--- config.mk ---
export PLATFORM = sky130hd
export DESIGN_NAME = lac_top
export DESIGN_NICKNAME = d
export VERILOG_FILES = /design/src/lac_pkg.sv /design/src/lac_top.sv
export SDC_FILE = /design/constraint.sdc
export NUM_CORES = 1
export LEC_CHECK = 0
export BUFFER_PORTS_ARGS = -buffer_cell sky130_fd_sc_hd__buf_2
export CORE_UTILIZATION = 43
export DETAILED_ROUTE_END_ITERATION = 10
export PLACE_DENSITY = 0.62
export SETUP_SLACK_MARGIN = 0.2
export SYNTH_ARGS = -nofsm -noshare
export SYNTH_HDL_FRONTEND = slang
export SYNTH_SLANG_ARGS = --single-unit
--- constraint.sdc ---
create_clock -name sys_clk_in -period 6.3 [get_ports sys_clk_in]
set_input_delay 0.315 -clock sys_clk_in [delete_from_list [all_inputs] [get_ports sys_clk_in]]
set_output_delay 0.315 -clock sys_clk_in [all_outputs]
set_load 0.02 [all_outputs]
--- src/lac_pkg.sv ---
package lac_pkg;

    // ****************************************
    // register map
    // ****************************************
    localparam logic [3:0] ADDR_CTRL = 4'h0;
    localparam logic [3:0] ADDR_LAMP_CFG = 4'h1;
    localparam logic [3:0] ADDR_CMD = 4'h2;
    localparam logic [3:0] ADDR_STATUS = 4'h3;
    localparam logic [3:0] ADDR_IRQ_STAT = 4'h4;
    localparam logic [3:0] ADDR_IRQ_MASK = 4'h5;
    localparam logic [3:0] ADDR_LATCH = 4'h6;

    // ctrl field positions
    localparam int CTRL_REMOTE_PERMIT = 0;
    localparam int CTRL_SCOPE_LSB = 1;
    localparam int CTRL_PW_EMPTY = 4;
    localparam int CTRL_SG_SEL_LSB = 8;

    // command bits in ADDR_CMD writes
    localparam int CMD_SYS_LAMP = 0;
    localparam int CMD_ALL_LAMPS = 1;
    localparam int CMD_ALL_RELAYS = 2;
    localparam int CMD_ALL_SCADA = 3;
    localparam int CMD_SG_TRIP = 4;
    localparam int CMD_EVERYTHING = 5;
    localparam int CMD_REMOTE = 8;
    localparam int CMD_CONFIRM = 9;
    localparam int CMD_PW_OK = 10;

    // irq bit positions
    localparam int IRQ_ACK_DONE = 0;
    localparam int IRQ_LONG = 1;
    localparam int IRQ_REFUSED = 2;

    // ****************************************
    // timing
    // ****************************************
    localparam int CLK_HZ = 40_000_000;
    localparam int LONG_PRESS_MS = 1000;
    localparam int LONG_PRESS_CYC = CLK_HZ / 1000 * LONG_PRESS_MS;
    localparam int LAMP_TEST_MS = 1000;
    localparam int LAMP_TEST_CYC = CLK_HZ / 1000 * LAMP_TEST_MS;

    // reset values
    localparam logic [31:0] CTRL_RESET = 32'h0000_0002;

    typedef enum logic [2:0] {
        LAC_SCOPE_NOTHING = 3'h0,
        LAC_SCOPE_LAMPS_NOPW = 3'h1,
        LAC_SCOPE_LAMPS = 3'h2,
        LAC_SCOPE_LAMPS_RELAYS = 3'h3,
        LAC_SCOPE_EVERYTHING = 3'h4
    } lac_scope_t;

    typedef enum logic [1:0] {
        LAC_LT_IDLE = 2'h0,
        LAC_LT_RED = 2'h1,
        LAC_LT_GREEN = 2'h2
    } lac_lt_state_t;

    typedef enum logic [1:0] {
        LAC_KEY_IDLE = 2'h0,
        LAC_KEY_TIMING = 2'h1,
        LAC_KEY_HELD = 2'h2
    } lac_key_state_t;

    // one clear request
    typedef struct packed {
        logic sys_lamp;
        logic lamps;
        logic relays;
        logic scada;
        logic trip;
    } lac_clear_t;

endpackage : lac_pkg

--- src/lac_top.sv ---
// Behaviour
// - protection alarm clears alarm-latched lamps
// - alarm clearing selected per lamp
// - remote requests need remote permit
// - separate commands per clear category
// - combined command clears everything (code clears lamps, relays, scada and trips, not the system warning)
// - clear key inert in setting mode
// - short press opens selection, confirm clears
// - long press clears scope immediately
// - scope nothing: long press does nothing
// - default scope: lamps, no password
// - lamps scope needs password
// - lamps and relays need password
// - everything scope needs password
// - lamp clear starts red/green test
// - other clears may need password
// - empty level-one password skips prompt
// - relay clear waits release delay
// - no permit: external requests ignored
//
// The implementer's own choices: the register addresses and the strobed register port.
`timescale 1ns/1ps
`default_nettype none
module lac_top #(
    parameter int N_LAMPS = 16,
    parameter int N_RELAYS = 8,
    parameter int N_SCADA = 8,
    parameter int N_SG = 4,
    parameter int LONG_CYC = lac_pkg::LONG_PRESS_CYC,
    parameter int TEST_CYC = lac_pkg::LAMP_TEST_CYC
) (
    input wire logic sys_clk_in,
    input wire logic rst_in,
    input wire logic [3:0] addr_in,
    input wire logic [31:0] wdata_in,
    input wire logic wr_in,
    input wire logic rd_in,
    output logic [31:0] rdata_out,
    input wire logic prot_alarm_in,
    input wire logic clear_key_in,
    input wire logic setting_mode_in,
    input wire logic [N_LAMPS-1:0] lamp_set_in,
    input wire logic [N_RELAYS-1:0] relay_set_in,
    input wire logic [N_RELAYS-1:0] relay_off_done_in,
    input wire logic [N_SCADA-1:0] scada_set_in,
    input wire logic [N_SG-1:0] trip_set_in,
    input wire logic sys_warn_set_in,
    output logic [N_LAMPS-1:0] lamp_latch_out,
    output logic [N_RELAYS-1:0] relay_latch_out,
    output logic [N_SCADA-1:0] scada_latch_out,
    output logic [N_SG-1:0] trip_latch_out,
    output logic sys_warn_out,
    output logic menu_open_out,
    output logic pw_prompt_out,
    output logic lamp_test_red_out,
    output logic lamp_test_green_out,
    output logic irq_out
);

    // ****************************************
    // configuration registers
    // ****************************************
    logic [31:0] ctrl;
    logic [N_LAMPS-1:0] lamp_alarm_ack;
    logic [2:0] irq_mask;
    logic [2:0] irq_stat;
    logic remote_permit;
    logic pw_empty;
    lac_pkg::lac_scope_t scope;
    logic [1:0] sg_sel;

    assign remote_permit = ctrl[lac_pkg::CTRL_REMOTE_PERMIT];
    assign scope = lac_pkg::lac_scope_t'(ctrl[lac_pkg::CTRL_SCOPE_LSB +: 3]);
    assign pw_empty = ctrl[lac_pkg::CTRL_PW_EMPTY];
    assign sg_sel = ctrl[lac_pkg::CTRL_SG_SEL_LSB +: 2];

    logic cmd_wr;
    assign cmd_wr = wr_in && (addr_in == lac_pkg::ADDR_CMD);

    always_ff @(posedge sys_clk_in or posedge rst_in) begin
        if (rst_in) begin
            ctrl <= lac_pkg::CTRL_RESET;
            lamp_alarm_ack <= '0;
            irq_mask <= 3'h0;
        end else if (wr_in) begin
            if (addr_in == lac_pkg::ADDR_CTRL) begin
                ctrl <= wdata_in;
            end else if (addr_in == lac_pkg::ADDR_LAMP_CFG) begin
                lamp_alarm_ack <= wdata_in[N_LAMPS-1:0];
            end else if (addr_in == lac_pkg::ADDR_IRQ_MASK) begin
                irq_mask <= wdata_in[2:0];
            end
        end
    end

    // ****************************************
    // clear key timing
    // ****************************************
    lac_pkg::lac_key_state_t key_st;
    logic [31:0] key_cnt;
    logic short_press;
    logic long_press;

    always_ff @(posedge sys_clk_in or posedge rst_in) begin
        if (rst_in) begin
            key_st <= lac_pkg::LAC_KEY_IDLE;
            key_cnt <= 32'h0;
            short_press <= 1'b0;
            long_press <= 1'b0;
        end else begin
            short_press <= 1'b0;
            long_press <= 1'b0;
            case (key_st)
                lac_pkg::LAC_KEY_IDLE: begin
                    key_cnt <= 32'h0;
                    if (clear_key_in && !setting_mode_in) begin
                        key_st <= lac_pkg::LAC_KEY_TIMING;
                    end
                end
                lac_pkg::LAC_KEY_TIMING: begin
                    if (!clear_key_in) begin
                        short_press <= 1'b1;
                        key_st <= lac_pkg::LAC_KEY_IDLE;
                    end else if (key_cnt == 32'(LONG_CYC - 2)) begin
                        long_press <= 1'b1;
                        key_st <= lac_pkg::LAC_KEY_HELD;
                    end else begin
                        key_cnt <= key_cnt + 32'h1;
                    end
                end
                lac_pkg::LAC_KEY_HELD: begin
                    if (!clear_key_in) begin
                        key_st <= lac_pkg::LAC_KEY_IDLE;
                    end
                end
                default: key_st <= lac_pkg::LAC_KEY_IDLE;
            endcase
        end
    end

    // ****************************************
    // request gathering
    // ****************************************
    lac_pkg::lac_clear_t sel;
    lac_pkg::lac_clear_t pend;
    lac_pkg::lac_clear_t next_clear;
    logic remote_req;
    logic remote_ok;
    logic pw_ok;
    logic refused;

    assign remote_req = cmd_wr && wdata_in[lac_pkg::CMD_REMOTE];
    assign remote_ok = !remote_req || remote_permit;
    assign pw_ok = cmd_wr && wdata_in[lac_pkg::CMD_PW_OK];

    function automatic lac_pkg::lac_clear_t cmd_decode(input logic [31:0] w);
        lac_pkg::lac_clear_t c;
        c = '0;
        c.sys_lamp = w[lac_pkg::CMD_SYS_LAMP];
        c.lamps = w[lac_pkg::CMD_ALL_LAMPS];
        c.relays = w[lac_pkg::CMD_ALL_RELAYS];
        c.scada = w[lac_pkg::CMD_ALL_SCADA];
        c.trip = w[lac_pkg::CMD_SG_TRIP];
        if (w[lac_pkg::CMD_EVERYTHING]) begin
            c.lamps = 1'b1;
            c.relays = 1'b1;
            c.scada = 1'b1;
            c.trip = 1'b1;
        end
        return c;
    endfunction : cmd_decode

    function automatic lac_pkg::lac_clear_t scope_decode(
        input lac_pkg::lac_scope_t s);
        lac_pkg::lac_clear_t c;
        c = '0;
        case (s)
            lac_pkg::LAC_SCOPE_LAMPS_NOPW,
            lac_pkg::LAC_SCOPE_LAMPS: c.lamps = 1'b1;
            lac_pkg::LAC_SCOPE_LAMPS_RELAYS: begin
                c.lamps = 1'b1;
                c.relays = 1'b1;
            end
            lac_pkg::LAC_SCOPE_EVERYTHING: begin
                c.lamps = 1'b1;
                c.relays = 1'b1;
                c.scada = 1'b1;
                c.trip = 1'b1;
            end
            default: c = '0;
        endcase
        return c;
    endfunction : scope_decode

    function automatic logic needs_pw(input lac_pkg::lac_clear_t c,
        input logic nopw_lamps, input logic empty);
        logic lamp_need;
        logic other_need;
        lamp_need = (c.lamps || c.sys_lamp) && !nopw_lamps;
        other_need = (c.relays || c.scada || c.trip) && !empty;
        return lamp_need || other_need;
    endfunction : needs_pw

    // selection menu, password wait and clear issue
    always_ff @(posedge sys_clk_in or posedge rst_in) begin
        if (rst_in) begin
            sel <= '0;
            pend <= '0;
            next_clear <= '0;
            menu_open_out <= 1'b0;
            pw_prompt_out <= 1'b0;
            refused <= 1'b0;
        end else begin
            next_clear <= '0;
            refused <= 1'b0;
            if (short_press) begin
                menu_open_out <= 1'b1;
                sel <= '0;
            end
            if (cmd_wr && !remote_ok) begin
                refused <= 1'b1;
            end else if (pw_prompt_out) begin
                if (pw_ok) begin
                    next_clear <= pend;
                    pw_prompt_out <= 1'b0;
                end
            end else if (long_press) begin
                if (scope_decode(scope) != '0) begin
                    if (needs_pw(scope_decode(scope),
                        scope == lac_pkg::LAC_SCOPE_LAMPS_NOPW, pw_empty)) begin
                        pend <= scope_decode(scope);
                        pw_prompt_out <= 1'b1;
                    end else begin
                        next_clear <= scope_decode(scope);
                    end
                end
            end else if (cmd_wr && menu_open_out
                && !wdata_in[lac_pkg::CMD_CONFIRM]) begin
                sel <= sel | cmd_decode(wdata_in);
            end else if (cmd_wr && menu_open_out) begin
                menu_open_out <= 1'b0;
                if (needs_pw(sel, 1'b0, pw_empty)) begin
                    pend <= sel;
                    pw_prompt_out <= 1'b1;
                end else begin
                    next_clear <= sel;
                end
            end else if (cmd_wr && !wdata_in[lac_pkg::CMD_PW_OK]) begin
                if (needs_pw(cmd_decode(wdata_in), 1'b0, pw_empty)) begin
                    pend <= cmd_decode(wdata_in);
                    pw_prompt_out <= 1'b1;
                end else begin
                    next_clear <= cmd_decode(wdata_in);
                end
            end
        end
    end

    // ****************************************
    // latched states
    // ****************************************
    logic alarm_d;
    logic alarm_rise;
    logic [N_RELAYS-1:0] relay_clr_pend;
    assign alarm_rise = prot_alarm_in && !alarm_d;

    always_ff @(posedge sys_clk_in or posedge rst_in) begin
        if (rst_in) begin
            alarm_d <= 1'b0;
            lamp_latch_out <= '0;
            sys_warn_out <= 1'b0;
            scada_latch_out <= '0;
            trip_latch_out <= '0;
        end else begin
            alarm_d <= prot_alarm_in;
            // set wins over clear
            if (next_clear.lamps) begin
                lamp_latch_out <= lamp_set_in;
            end else if (alarm_rise) begin
                lamp_latch_out <= (lamp_latch_out & ~lamp_alarm_ack)
                    | lamp_set_in;
            end else begin
                lamp_latch_out <= lamp_latch_out | lamp_set_in;
            end
            sys_warn_out <= (sys_warn_out && !next_clear.sys_lamp)
                || sys_warn_set_in;
            scada_latch_out <= (next_clear.scada ? '0 : scada_latch_out)
                | scada_set_in;
            if (next_clear.trip) begin
                trip_latch_out <= trip_set_in;
            end else begin
                trip_latch_out <= trip_latch_out | trip_set_in;
            end
        end
    end

    always_ff @(posedge sys_clk_in or posedge rst_in) begin
        if (rst_in) begin
            relay_clr_pend <= '0;
            relay_latch_out <= '0;
        end else begin
            relay_clr_pend <= (relay_clr_pend
                | (next_clear.relays ? relay_latch_out : '0))
                & ~relay_off_done_in;
            relay_latch_out <= (relay_latch_out & ~((relay_clr_pend
                | (next_clear.relays ? relay_latch_out : '0))
                & relay_off_done_in)) | relay_set_in;
        end
    end

    // ****************************************
    // lamp test
    // ****************************************
    lac_pkg::lac_lt_state_t lt_st;
    logic [31:0] lt_cnt;

    always_ff @(posedge sys_clk_in or posedge rst_in) begin
        if (rst_in) begin
            lt_st <= lac_pkg::LAC_LT_IDLE;
            lt_cnt <= 32'h0;
            lamp_test_red_out <= 1'b0;
            lamp_test_green_out <= 1'b0;
        end else if (next_clear.lamps) begin
            lt_st <= lac_pkg::LAC_LT_RED;
            lt_cnt <= 32'h0;
            lamp_test_red_out <= 1'b1;
            lamp_test_green_out <= 1'b0;
        end else begin
            case (lt_st)
                lac_pkg::LAC_LT_RED: begin
                    if (lt_cnt == 32'(TEST_CYC - 1)) begin
                        lt_cnt <= 32'h0;
                        lt_st <= lac_pkg::LAC_LT_GREEN;
                        lamp_test_red_out <= 1'b0;
                        lamp_test_green_out <= 1'b1;
                    end else begin
                        lt_cnt <= lt_cnt + 32'h1;
                    end
                end
                lac_pkg::LAC_LT_GREEN: begin
                    if (lt_cnt == 32'(TEST_CYC - 1)) begin
                        lt_st <= lac_pkg::LAC_LT_IDLE;
                        lamp_test_green_out <= 1'b0;
                    end else begin
                        lt_cnt <= lt_cnt + 32'h1;
                    end
                end
                default: begin
                    lt_cnt <= 32'h0;
                end
            endcase
        end
    end

    // ****************************************
    // interrupts and read data
    // ****************************************
    logic [2:0] irq_ev;
    assign irq_ev = {refused, long_press, next_clear != '0};

    always_ff @(posedge sys_clk_in or posedge rst_in) begin
        if (rst_in) begin
            irq_stat <= 3'h0;
            irq_out <= 1'b0;
        end else begin
            if (rd_in && addr_in == lac_pkg::ADDR_IRQ_STAT) begin
                irq_stat <= irq_ev;
            end else begin
                irq_stat <= irq_stat | irq_ev;
            end
            irq_out <= |((irq_stat | irq_ev) & irq_mask);
        end
    end

    always_ff @(posedge sys_clk_in or posedge rst_in) begin
        if (rst_in) begin
            rdata_out <= 32'h0;
        end else if (rd_in) begin
            if (addr_in == lac_pkg::ADDR_CTRL) begin
                rdata_out <= ctrl;
            end else if (addr_in == lac_pkg::ADDR_LAMP_CFG) begin
                rdata_out <= 32'(lamp_alarm_ack);
            end else if (addr_in == lac_pkg::ADDR_STATUS) begin
                rdata_out <= {24'h0, sel, lt_st, pw_prompt_out};
            end else if (addr_in == lac_pkg::ADDR_IRQ_STAT) begin
                rdata_out <= {29'h0, irq_stat};
            end else if (addr_in == lac_pkg::ADDR_IRQ_MASK) begin
                rdata_out <= {29'h0, irq_mask};
            end else if (addr_in == lac_pkg::ADDR_LATCH) begin
                rdata_out <= {16'(lamp_latch_out), 8'(relay_latch_out),
                    8'(scada_latch_out)};
            end else begin
                rdata_out <= 32'h0;
            end
        end else begin
            rdata_out <= 32'h0;
        end
    end

endmodule : lac_top
`default_nettype wire

==> impl_metrics.tcl <==
set metrics [dict create \
    synth_largest_area_cell "dfrtp_1" \
    violations "hold timing" \
    drt-pass1-iter-count 5 \
    register_area_sq_mm 0.00556 \
    port_buffers 161 \
    multi_input_area_sq_mm 0.00431 \
    post-cts-setup-buffers 0 \
    rr_endpoint "lt_cnt[24]" \
    cpMaxStageDelayCell "a221o_1" \
    synthAdderAreaFrac_pct 0.615 \
    wl_um 27400 \
    cpPeakStageDelay_ps 760 \
    grt_pass1_vias 8185 \
    utilization_pct 54.8 \
    clk_pin_slew_ps 60 \
    hold_class "primary input to async pin" \
    ys_async_sr_fraction_pct 100 \
    slew_headroom_pct 16.6 \
    synth_cell_types 60 \
    fmax_mhz 322 \
    grt_usage_pct 22.9 \
    p_sw_share_pct 24.5 \
    power_density_mw_per_mm2 275 \
    core-area_sq_mm 0.0229 \
    period_share_pct 49.3 \
    place.gp.congestion 0.838 \
    fin_crit_ps 3100 \
    synth_edf_count 0 \
    route.detailed.drc 0 \
    grt_pass1_wl_um 44000 \
    syn-cell-area_sq_mm 0.0102 \
    clk_latency_ps 520 \
    final_antenna_net_count 0 \
    ys.flop_type "dfrtp_1" \
    grt_max_degree 147 \
    synth_nets 1067 \
    synth_simple_gate_area_share_pct 16.7 \
    switchingPower_w 0.000848 \
    outcome "complete, but fails checks" \
    fillCellCount 2079 \
    wl_per_cell_um 18.3 \
    post-dp-hpwl_um 18100 \
    synth_top_family_by_area "simple AND/OR/NAND/NOR gates" \
    overflow 0 \
    synth_cells 974 \
    seq_power_share_pct 46.9 \
    tightestPinTransition_ps 1250 \
    netlist.area_leader.share_pct 54.3 \
    drtIter0Drc 635 \
    final_common_cell "dfrtp_1" \
    max_cap_violations 0 \
    synth_mux_area_share_pct 6.59 \
    power.share.combinational_pct 9.9 \
    start_kind "register" \
    num_vias 8375 \
    p_int_w 0.00261 \
    p_total_w 0.00346 \
    cts_num_sinks 222 \
    finalSetupViolCount 0 \
    r2r_start "lt_cnt[1]" \
    yosys_register_bits 222 \
    antenna_found_initial 0 \
    num_rows 55 \
    drive_gt1_share_pct 24.9 \
    clockBufferDepth 3 \
    crit_chain "ha_1 > and2_1 > nand4_1 > or3_1 > a221o_1 > a21oi_1" \
    worst_ep_required_time_ps 6720 \
    fin_skew_ps 15.2 \
    synth_warnings 0 \
    vias_per_cell 5.61 \
    rr_worst_depth 6 \
    cp_max_fo 29 \
    ir_worst_vdd_mv 0.221 \
    ys_seq_area_share_pct 54.6 \
    synthXorXnorAreaFrac_pct 1.72 \
    critPathCaptureType "register" \
    rsz0062_at_grt "false" \
    power_frac_clock_pct 43.2 \
    area_growth_pct 23.3 \
    hold_viol_final 2 \
    layout_common_cells "dfrtp_1, buf_2, nor2_1" \
    holdWs_ps -5.51 \
    syn_area_per_cell_sq_um 10.5 \
    clockRootBuffer "clkbuf_16" \
    leakage_nw 5.31 \
    cts-htree-levels 1 \
    tritoncts "built" \
    tns_ps 0 \
    start_util_pct 44.4 \
    rrSetupSlack_ps 3200 \
    die_width_um 156 \
    nNetsFinal 1256 \
    ioPinCount 162 \
    dieArea_sq_mm 0.0243 \
    arrival_ps 3520 \
    synth_compound_area_share_pct 16.6 \
    dieHeight_um 156 \
    critPathKind "register to register" \
    numCtsBuffers 25 \
    ys_top_cells_by_area "dfrtp_1, mux2_2, a21oi_1, nor2_1, nand2_1" \
    drv_slew 0 \
]
power groups by stage:
stage          registers, W  logic, W  clock network [W]
6_report            0.00162  0.000341            0.00149
5_1_grt             0.00163  0.000379            0.00158
4_1_cts             0.00162  0.000345            0.00152
3_5_place_dp        0.00164  0.000320                  0
3_3_place_gp        0.00164  0.000316                  0
2_1_floorplan       0.00164  0.000200                  0
cells in the mapped netlist, drive strengths merged (2+ instances only):
cell and n:
a41oi 6, or2 2, a22o 3, a211o 2
o2bb2ai 2, a21o 28, ha 5, nor3b 2
mux2i 4, o22ai 3, or3 14, a31oi 16
nand2b 7, nor3 29, a32oi 2, nand2 67
and4 7, buf 9, nor4b 4, o21ba 2
a2bb2oi 5, a21oi 69, o31ai 13, and2 7
or4 9, inv 34, o21a 3, nor4 16
o211a 4, mux2 56, and3 13, a222oi 4
o21ai 45, nor2 71, clkbuf 42, a31o 16
nor2b 25, nand4 17, o41ai 2, dfrtp 221
o221ai 7, a22oi 17, xnor2 20, nand3 31
or4b 2
flip-flops by register name, indices dropped and copies added, names as in the netlist, 5 cells and up:
signal	count
ctrl	32
key_cnt	32
lt_cnt	32
rdata_out	32
lamp_alarm_ack	16
lamp_latch_out	16
relay_clr_pend	8
relay_latch_out	8
scada_latch_out	8
next_clear	5
pend	5
sel	5
layout make-up:
type	count	area share [%]
repair buffers	213	10.5
multi-input cells	667	34.3
clock buffers	33	5.62
clock inverters	11	1.08
inverters	34	1.05
diodes	1	0.0199
well taps	313	3.12
flip-flops and latches	222	44.3
per-layer routing:
layer  vias to the layer above  GRT usage, %  wire (um)
met5                         -             0          0
met4                         0          6.21        592
met3                        41          2.61       1500
met2                       249          35.4      12500
met1                      4139          34.0      12800
li1                       3946             -          -
cell families (layout without fill, tap and decap cells):
group,after synthesis,count (layout)
buf+inv,85,291
fa+ha+maj,5,5
xor+xnor,20,20
mux,60,60
flops,222,222
simple gates,328,328
compound gates,254,254
other cells,0,1
repair_timing:
item,CTS,global route
setup endpoints to repair,0,0
hold buffers,45,0
hold endpoints to repair,45,0
resized for setup,0,0
worst max-delay path: cells and delay by family, from the launching register on:
family          cells  cell delay, ps
compound gates      2            1040
simple gates        3            1340
flops               1             410
fa+ha+maj           1             200
through the flow:
stage | worst slack, ps | instance area [sq um] | hold WS (ps) | cells
after floorplan | 3090 | 10200 | 346 | 974
after global placement | 3270 | 11300 | 430 | 1404
after detailed placement | 3160 | 11300 | 434 | 1404
after CTS | 3160 | 12500 | 1.30 | 1493
after global routing | 2940 | 12500 | 17.3 | 1493
final | 3200 | 12500 | -5.51 | 1494
how the worst max path moves through the flow:
| stage | from | endpoint | slack, ps | cells after the start |
|---|---|---|---|---|
| 2_1_floorplan | rst_in | alarm_d | 3090 | 1 |
| 3_3_place_gp | lt_cnt[0] | lt_cnt[7] | 3270 | 6 |
| 3_5_place_dp | lt_cnt[0] | lt_cnt[5] | 3160 | 6 |
| 4_1_cts | lt_cnt[1] | lt_cnt[24] | 3160 | 6 |
| 5_1_grt | lt_cnt[0] | lt_cnt[3] | 2940 | 6 |
| 6_report | lt_cnt[1] | lt_cnt[24] | 3200 | 6 |
(Power assumes the default switching activity.)
